--- src/mrc_pkg.sv ---
// package for the monitor result and control register bank
package mrc_pkg;
    // ------------------------------------------------------------------
    // group indexes, six bytes per group
    // ------------------------------------------------------------------
    localparam logic [2:0] GRP_AUX_C   = 3'h0;
    localparam logic [2:0] GRP_AUX_D   = 3'h1;
    localparam logic [2:0] GRP_STAT_A  = 3'h2;
    localparam logic [2:0] GRP_STAT_B  = 3'h3;
    localparam logic [2:0] GRP_XFER    = 3'h4;
    localparam logic [2:0] GRP_SPIN    = 3'h5;
    localparam logic [2:0] GRP_DUTY    = 3'h6;
    localparam logic [2:0] GRP_DS_B    = 3'h7;
    localparam int         GRP_BYTES   = 6;
    // ------------------------------------------------------------------
    // own interrupt registers in the spare bytes 6 and 7 of group 0,
    // so they never shadow a mapped group byte
    // ------------------------------------------------------------------
    localparam logic [5:0] ADDR_IRQ_STAT = 6'h06;
    localparam logic [5:0] ADDR_IRQ_MASK = 6'h07;
    // interrupt bits: results, flags, limit change
    localparam int         IRQ_RES_BIT   = 0;
    localparam int         IRQ_FLT_BIT   = 1;
    localparam int         IRQ_LIM_BIT   = 2;
    localparam logic [7:0] RSV_ONES      = 8'hFF;
    localparam logic [3:0] RSV_NIB_ONES  = 4'hF;
    localparam logic [7:0] RW_RESET      = 8'h00;
endpackage

--- src/mrc_regs.sv ---
// register bank for result, status, transfer, s-pin and duty groups
// Behaviour
// - aux group C read-only: inputs 6..8 as 16-bit, low byte first
// - aux group D: input 9, bytes 2-3 and byte5 high nibble read ones
// - status A read-only: stack sum, die temperature, analog supply
// - status B: digital supply, cell 1-12 flags, revision, fault bits
// - transfer group rw: three entries, lead code, data, trail code
// - s-pin group rw: cells 1-12 nibbles, odd cell low nibble
// - duty group rw: cells 1-12 nibbles, odd cell low nibble
// - combined group rw: duty then s-pin nibbles for cells 13-18
//
// The address-and-strobe port and the address map are this design's own decisions.
`timescale 1ns/1ps
module mrc_regs
    import mrc_pkg::*;
#(
    parameter int NUM_RW = 24
) (
    // clock and reset
    input  wire logic        core_clk_in,
    input  wire logic        rst_b_in,
    // register port
    input  wire logic [5:0]  addr_in,
    input  wire logic [7:0]  wdata_in,
    input  wire logic        wr_in,
    input  wire logic        rd_in,
    output logic      [7:0]  rdata_out,
    // measurement results from the converter
    input  wire logic [15:0] aux_input6_result_in,
    input  wire logic [15:0] aux_input7_result_in,
    input  wire logic [15:0] aux_input8_result_in,
    input  wire logic [15:0] aux_input9_result_in,
    input  wire logic [15:0] stack_sum_in,
    input  wire logic [15:0] die_temperature_in,
    input  wire logic [15:0] analog_supply_value_in,
    input  wire logic [15:0] digital_supply_value_in,
    input  wire logic        results_upd_in,
    // per cell flags, index 0 is cell 1
    input  wire logic [17:0] cell_under_flag_in,
    input  wire logic [17:0] cell_over_flag_in,
    input  wire logic        mux_fault_flag_in,
    input  wire logic        thermal_shutdown_flag_in,
    input  wire logic [3:0]  revision_in,
    // control values to the cell and master-port logic
    output logic      [3:0]  leading_control_code_out [3],
    output logic      [7:0]  transfer_data_byte_out [3],
    output logic      [3:0]  trailing_control_code_out [3],
    output logic      [3:0]  s_pin_control_nibble_out [18],
    output logic      [3:0]  balance_duty_nibble_out [18],
    // interrupt
    output logic             irq_out
);
    // the byte map below is fixed, so only the documented depth is served
    generate
        if (NUM_RW != 24) begin : g_bad_depth
            $error("mrc_regs: NUM_RW must be 24");
        end
    endgenerate

    // ------------------------------------------------------------------
    // address decode
    // ------------------------------------------------------------------
    // groups are eight bytes apart, index 0..5 inside each
    wire logic [2:0] grp_sel  = addr_in[5:3];
    wire logic [2:0] byte_sel = addr_in[2:0];
    wire logic       byte_ok  = (byte_sel < 3'(GRP_BYTES));
    wire logic       is_own   = (addr_in == ADDR_IRQ_STAT) ||
                                (addr_in == ADDR_IRQ_MASK);
    // writable bytes: transfer, s-pin, duty and combined groups only
    wire logic       rw_grp   = (grp_sel >= GRP_XFER) && !is_own;
    // ro groups never take a write
    wire logic       rw_hit   = wr_in && rw_grp && byte_ok;
    wire logic [4:0] rw_idx   = 5'(({2'h0, grp_sel} - 5'h4) * 5'h6)
                              + {2'h0, byte_sel};

    // ------------------------------------------------------------------
    // writable storage, 24 bytes
    // ------------------------------------------------------------------
    logic [7:0] rw_q [NUM_RW];

    genvar gi;
    generate
        for (gi = 0; gi < NUM_RW; gi++) begin : g_rw
            // one byte register per entry
            always_ff @(posedge core_clk_in or negedge rst_b_in) begin
                if (!rst_b_in) begin
                    rw_q[gi] <= RW_RESET;
                end else if (rw_hit && rw_idx == 5'(gi)) begin
                    rw_q[gi] <= wdata_in;
                end
            end
        end
        // transfer entries: head = lead code | data high, tail = data low | trail code
        for (gi = 0; gi < 3; gi++) begin : g_xfer
            assign leading_control_code_out[gi] = rw_q[2*gi][7:4];
            assign transfer_data_byte_out[gi]   =
                {rw_q[2*gi][3:0], rw_q[2*gi+1][7:4]};
            assign trailing_control_code_out[gi] = rw_q[2*gi+1][3:0];
        end
        // odd cell low nibble, even cell high nibble
        for (gi = 0; gi < 6; gi++) begin : g_cell
            assign s_pin_control_nibble_out[2*gi]   = rw_q[6+gi][3:0];
            assign s_pin_control_nibble_out[2*gi+1] = rw_q[6+gi][7:4];
            assign balance_duty_nibble_out[2*gi]    = rw_q[12+gi][3:0];
            assign balance_duty_nibble_out[2*gi+1]  = rw_q[12+gi][7:4];
        end
        for (gi = 0; gi < 3; gi++) begin : g_cell_b
            assign balance_duty_nibble_out[12+2*gi]   = rw_q[18+gi][3:0];
            assign balance_duty_nibble_out[13+2*gi]   = rw_q[18+gi][7:4];
            assign s_pin_control_nibble_out[12+2*gi]  = rw_q[21+gi][3:0];
            assign s_pin_control_nibble_out[13+2*gi]  = rw_q[21+gi][7:4];
        end
    endgenerate

    // ------------------------------------------------------------------
    // flag packing: under flag in the lower bit of each pair
    // ------------------------------------------------------------------
    logic [35:0] lim_pairs;
    generate
        for (gi = 0; gi < 18; gi++) begin : g_pair
            assign lim_pairs[2*gi]   = cell_under_flag_in[gi];
            assign lim_pairs[2*gi+1] = cell_over_flag_in[gi];
        end
    endgenerate

    // ------------------------------------------------------------------
    // read-only group byte selection
    // ------------------------------------------------------------------
    wire logic [7:0] aux_c_b [6] = '{
        aux_input6_result_in[7:0], aux_input6_result_in[15:8],
        aux_input7_result_in[7:0], aux_input7_result_in[15:8],
        aux_input8_result_in[7:0], aux_input8_result_in[15:8]};
    wire logic [7:0] aux_d_b [6] = '{
        aux_input9_result_in[7:0], aux_input9_result_in[15:8],
        RSV_ONES, RSV_ONES, lim_pairs[31:24],
        {RSV_NIB_ONES, lim_pairs[35:32]}};
    wire logic [7:0] stat_a_b [6] = '{
        stack_sum_in[7:0], stack_sum_in[15:8],
        die_temperature_in[7:0], die_temperature_in[15:8],
        analog_supply_value_in[7:0],
        analog_supply_value_in[15:8]};
    // reserved bits 3:2 of the last byte read zero
    wire logic [7:0] stat_b_b [6] = '{
        digital_supply_value_in[7:0], digital_supply_value_in[15:8],
        lim_pairs[7:0], lim_pairs[15:8], lim_pairs[23:16],
        {revision_in, 2'b00, mux_fault_flag_in,
         thermal_shutdown_flag_in}};

    // ------------------------------------------------------------------
    // interrupt status and mask
    // ------------------------------------------------------------------
    logic [2:0]  irq_stat_q;
    logic [2:0]  irq_stat_d;
    logic [2:0]  irq_mask_q;
    logic [2:0]  flt_q;
    logic [35:0] lim_q;
    wire logic [2:0] irq_evt = {
        (lim_pairs != lim_q),
        ({mux_fault_flag_in, thermal_shutdown_flag_in} != flt_q[1:0]),
        results_upd_in};
    wire logic [2:0] irq_clr =
        (wr_in && addr_in == ADDR_IRQ_STAT) ? wdata_in[2:0] : 3'h0;
    // a set in the clearing cycle wins so no event is lost
    assign irq_stat_d = (irq_stat_q & ~irq_clr) | irq_evt;
    assign irq_out    = |(irq_stat_q & irq_mask_q);

    // event history and interrupt registers
    always_ff @(posedge core_clk_in or negedge rst_b_in) begin
        if (!rst_b_in) begin
            irq_stat_q <= 3'h0;
            irq_mask_q <= 3'h0;
            flt_q      <= 3'h0;
            lim_q      <= '0;
        end else begin
            irq_stat_q <= irq_stat_d;
            flt_q      <= {1'b0, mux_fault_flag_in, thermal_shutdown_flag_in};
            lim_q      <= lim_pairs;
            if (wr_in && addr_in == ADDR_IRQ_MASK) begin
                irq_mask_q <= wdata_in[2:0];
            end
        end
    end

    // ------------------------------------------------------------------
    // read mux; unmapped bytes read zero
    // ------------------------------------------------------------------
    logic [7:0] rd_mux;
    always_comb begin
        rd_mux = 8'h00;
        if (addr_in == ADDR_IRQ_STAT) begin
            rd_mux = {5'h00, irq_stat_q};
        end else if (addr_in == ADDR_IRQ_MASK) begin
            rd_mux = {5'h00, irq_mask_q};
        end else if (byte_ok && !is_own) begin
            case (grp_sel)
                GRP_AUX_C:  rd_mux = aux_c_b[byte_sel];
                GRP_AUX_D:  rd_mux = aux_d_b[byte_sel];
                GRP_STAT_A: rd_mux = stat_a_b[byte_sel];
                GRP_STAT_B: rd_mux = stat_b_b[byte_sel];
                default:    rd_mux = rw_q[rw_idx];
            endcase
        end
    end

    // read data stands only in the cycle after the strobe
    always_ff @(posedge core_clk_in or negedge rst_b_in) begin
        if (!rst_b_in) begin
            rdata_out <= 8'h00;
        end else begin
            rdata_out <= rd_in ? rd_mux : 8'h00;
        end
    end
endmodule // mrc_regs

--- config.mk ---
export PLATFORM = sky130hd
export DESIGN_NAME = mrc_regs
export DESIGN_NICKNAME = d
export VERILOG_FILES = /design/src/mrc_pkg.sv /design/src/mrc_regs.sv
export SDC_FILE = /design/constraint.sdc
export NUM_CORES = 1
export LEC_CHECK = 0
export BUFFER_PORTS_ARGS = -buffer_cell sky130_fd_sc_hd__buf_4
export CAP_MARGIN = 40
export CORE_UTILIZATION = 44
export CTS_BUF_LIST = sky130_fd_sc_hd__clkbuf_4 sky130_fd_sc_hd__clkbuf_8 sky130_fd_sc_hd__clkbuf_16
export DETAILED_ROUTE_END_ITERATION = 10
export PLACE_DENSITY = 0.67
export SLEW_MARGIN = 40
export SYNTH_ARGS = -nofsm -noshare
export SYNTH_HDL_FRONTEND = slang
export SYNTH_SLANG_ARGS = --single-unit
export TNS_END_PERCENT = 30
--- constraint.sdc ---
create_clock -name core_clk_in -period 3.78 [get_ports core_clk_in]
set_input_delay 0 -clock core_clk_in [delete_from_list [all_inputs] [get_ports core_clk_in]]
set_output_delay 0 -clock core_clk_in [all_outputs]
set_load 0.03 [all_outputs]
==> metrics.txt <==
status=complete, no violations; Area contributors post-synth=dfrtp_1 47%, mux2_2 17%, mux4_2 7.7%; Reg area=6110 um^2; Critical Path AT=3.29 ns; CTS sink cnt=244; Cell Rows=62; Routed Antenna Nets=0; # H-tree levels=1; initial drt markers=691; clk_skew=0.0392 ns; Post-DP Area=16300 um^2; clock-pin slew on the worst setup and hold paths=0.07 ns; Die Ht=175 um; Yosys top cell area share=46.5%; nets=1574; Die Area=30500 um^2; GRT Residual Overflow=0; CP Data Required Time=4.16 ns; die width=175 um; Post-DP HPWL=33.4 mm; critical path peak fanout=24; Final Cycle Share=76.9%; Multi-input gate area=6490 um^2; post-synth cell types=77; Mapped Cells=941; Post-synth top flop=dfrtp_1; peak supply drop=442 uV; PortBufs=389; CTS tree=done; # hold bufs at CTS=56; Clock Tree Buf Depth=3; routed len/inst=25.4 um; Vias=9993; n_diodes=0; WS Path Type=in2reg; Setup-failing EPs final=0; Yosys warnings=0; Post-Syn Area per Cell=13.9 um^2; Area Overhead vs Synth=36.0%; RSZ-0062 raised after global routing=false; Rel. slew slack=42.3%; Root Driver=clkbuf_16; Routed WL=45.2 mm; PD cells=575 nW/um^2; share of cells above drive strength 1=53.1%; Crit. End Element=register; TNS Setup=0 ns; # DRC=0; Hold Vio Cnt, Final=0; FFs w/ async S/R, synth=100%; Slew Viols, Final=0; Tightest Pin Transition=0.858 ns; IO Count=390; antenna violations before repair=0; TritonCTS Buffers=28; Syn Std Cell Area=13100 um^2; # Max-Cap Violations=0; Post-CTS Setup Bufs=0; Final min period=2.91 ns; worst skew pair latency=0.57 ns; Core ar.=29000 um^2; vias per cell=5.61; Yosys reg bits=244; Post-Syn Nets=1139; fin area=17800 um^2; GR Util All Layers=29.5%; GPL Wtd Cong=0.875; DR pass1 iterations=5; largest net degree at the start of global routing=74; first-pass GRT wire length=67.3 mm; Worst Hold Class=in2reg; sequential area share after synthesis=46.5%; LEAKAGE=8.72 nW; post-synth top area cell=dfrtp_1; post-cts sizing count=0; number of fillers in the final layout=2367; vias in the first global route=10600; fmax=0.344 GHz; startpoint class of the critical path=input pin; Starting Density=45.2%; Post-synth EDFFs=0
[cell usage in the layout, fill, tap and decap left out, types with 6 or more instances in the layout]
cell           count
buf_4            402
dfrtp_1          244
mux2_2           200
nand2_1           82
dlygate4sd3_1     55
mux2i_1           50
mux4_2            45
xnor2_1           28
clkbuf_16         28
mux4_1            17
nor2_1            13
o22ai_1           13
inv_1             12
nand4_1           12
a22oi_1           11
xor2_1            10
a31oi_1            8
o211ai_1           8
nand4_2            8
clkinv_2           7
nor4_1             6
nand3_4            6
ha_1               6
[Yosys cell counts, types with 3 or more instances]
cell type and count:
nor2_2 3, clkbuf_1 14, a32oi_1 4, mux4_2 45, dlygate4sd1_1 8, o211ai_1 8, o21ai_0 4, a21oi_1 5
o22ai_1 13, nand3_1 3, and3_1 5, nand2_1 82, a221oi_1 4, nand4_1 12, nor4_1 6, a2bb2oi_1 3
inv_1 12, nand4bb_1 3, nor3_4 4, a21o_1 3, nand4_2 8, a2111oi_0 3, buf_2 7, xor2_1 10
nand3_4 6, mux4_1 17, dlygate4sd3_1 7, mux2i_1 50, buf_4 6, nor2b_1 3, a22oi_1 11, ha_1 7
and2_1 5, a31oi_1 8, mux2_2 200, nor2_1 13, nand2b_1 5, o2bb2ai_1 3, buf_6 13, xnor2_1 28
dfrtp_1 244
[path summary, 6_finish.rpt]
kind / slack (ns) / startpoint / depth (start not counted) / end
worst max-delay path: 0.87 / addr_in[5] / 8 / rdata_out[5]
worst min-delay path: 0.1 / aux_input7_result_in[0] / 5 / rdata_out[0]
worst max register to register: 1.50 / transfer_data_byte_out[17] / 4 / rdata_out[5]
worst min register to register: 0.53 / balance_duty_nibble_out[3] / 1 / balance_duty_nibble_out[3]
max in group asynchronous: 2.36 / rst_b_in / 5 / lim_q[3]
min in group asynchronous: 0.54 / rst_b_in / 4 / s_pin_control_nibble_out[18]
[cell type report]
type	instances	share of cell area, %
multi-input combinational	625	36.4
sequential	244	34.2
timing repair buffer	464	20.7
clock buffer	36	4.37
tap	384	2.69
clock inverter	16	1.35
inverter	13	0.273
[registers in the layout, indices dropped and copies added (netlist names)]
| name | cells |
|---|---|
| lim_q | 36 |
| irq_mask_q | 3 |
| rdata_out | 8 |
| s_pin_control_nibble_out | 72 |
| trailing_control_code_out | 12 |
| leading_control_code_out | 12 |
| irq_stat_q | 3 |
| flt_q | 2 |
| transfer_data_byte_out | 24 |
| balance_duty_nibble_out | 72 |
[kinds of logic after synthesis]
group | count (synthesis) | synth area share (%)
muxes | 312 | 32.1
DFF | 244 | 46.5
and+or+nand+nor | 177 | 8.41
AOI/OAI and AO/OA | 87 | 5.07
buffers and inverters | 72 | 4.10
xor gates and xnor gates | 40 | 2.79
adders and majority gates | 9 | 0.973
[routing by layer]
| layer | wire length (um) | up-vias | GRT usage, % |
|---|---|---|---|
| met1 | 17700 | 5101 | 36.7 |
| li1 | - | 4442 | - |
| met3 | 3490 | 61 | 7.90 |
| met4 | 1320 | 0 | 8.59 |
| met2 | 22600 | 389 | 50.4 |
| met5 | 0 | - | 0 |
[through the flow]
| step | cells | worst slack, ns | util, % | hold WS [ns] | total power, W |
|---|---|---|---|---|---|
| 2_1_floorplan | 941 | 1.21 | - | -0.296 | 0.00570 |
| 3_3_place_gp | 1673 | 0.535 | 55.9 | 0.131 | 0.00724 |
| 3_5_place_dp | 1674 | 0.630 | 56.0 | -0.0819 | 0.00729 |
| 4_1_cts | 1782 | 0.915 | 61.5 | 0.0528 | 0.0103 |
| 5_1_grt | 1782 | 0.822 | 61.5 | 0.109 | 0.0107 |
| 6_report | 1782 | 0.874 | 61.5 | 0.0983 | 0.0103 |
[report_power, final]
group | switching, W | leakage [nW] | internal (W)
combinational | 0.00211 | 5.01 | 0.00159
sequential | 0.000463 | 3.20 | 0.00314
clock | 0.00115 | 0.512 | 0.00181
total | 0.00372 | 8.72 | 0.00654
[worst max-delay path, stage by stage]
cell and delay, ns:
dlygate4sd3_1 0.56, buf_4 0.19, fa_1 0.80, xor2_2 0.17, buf_4 0.36, mux4_2 0.58, a221oi_2 0.45, a311oi_1 0.15
Power figures use the tool's default switching activity.
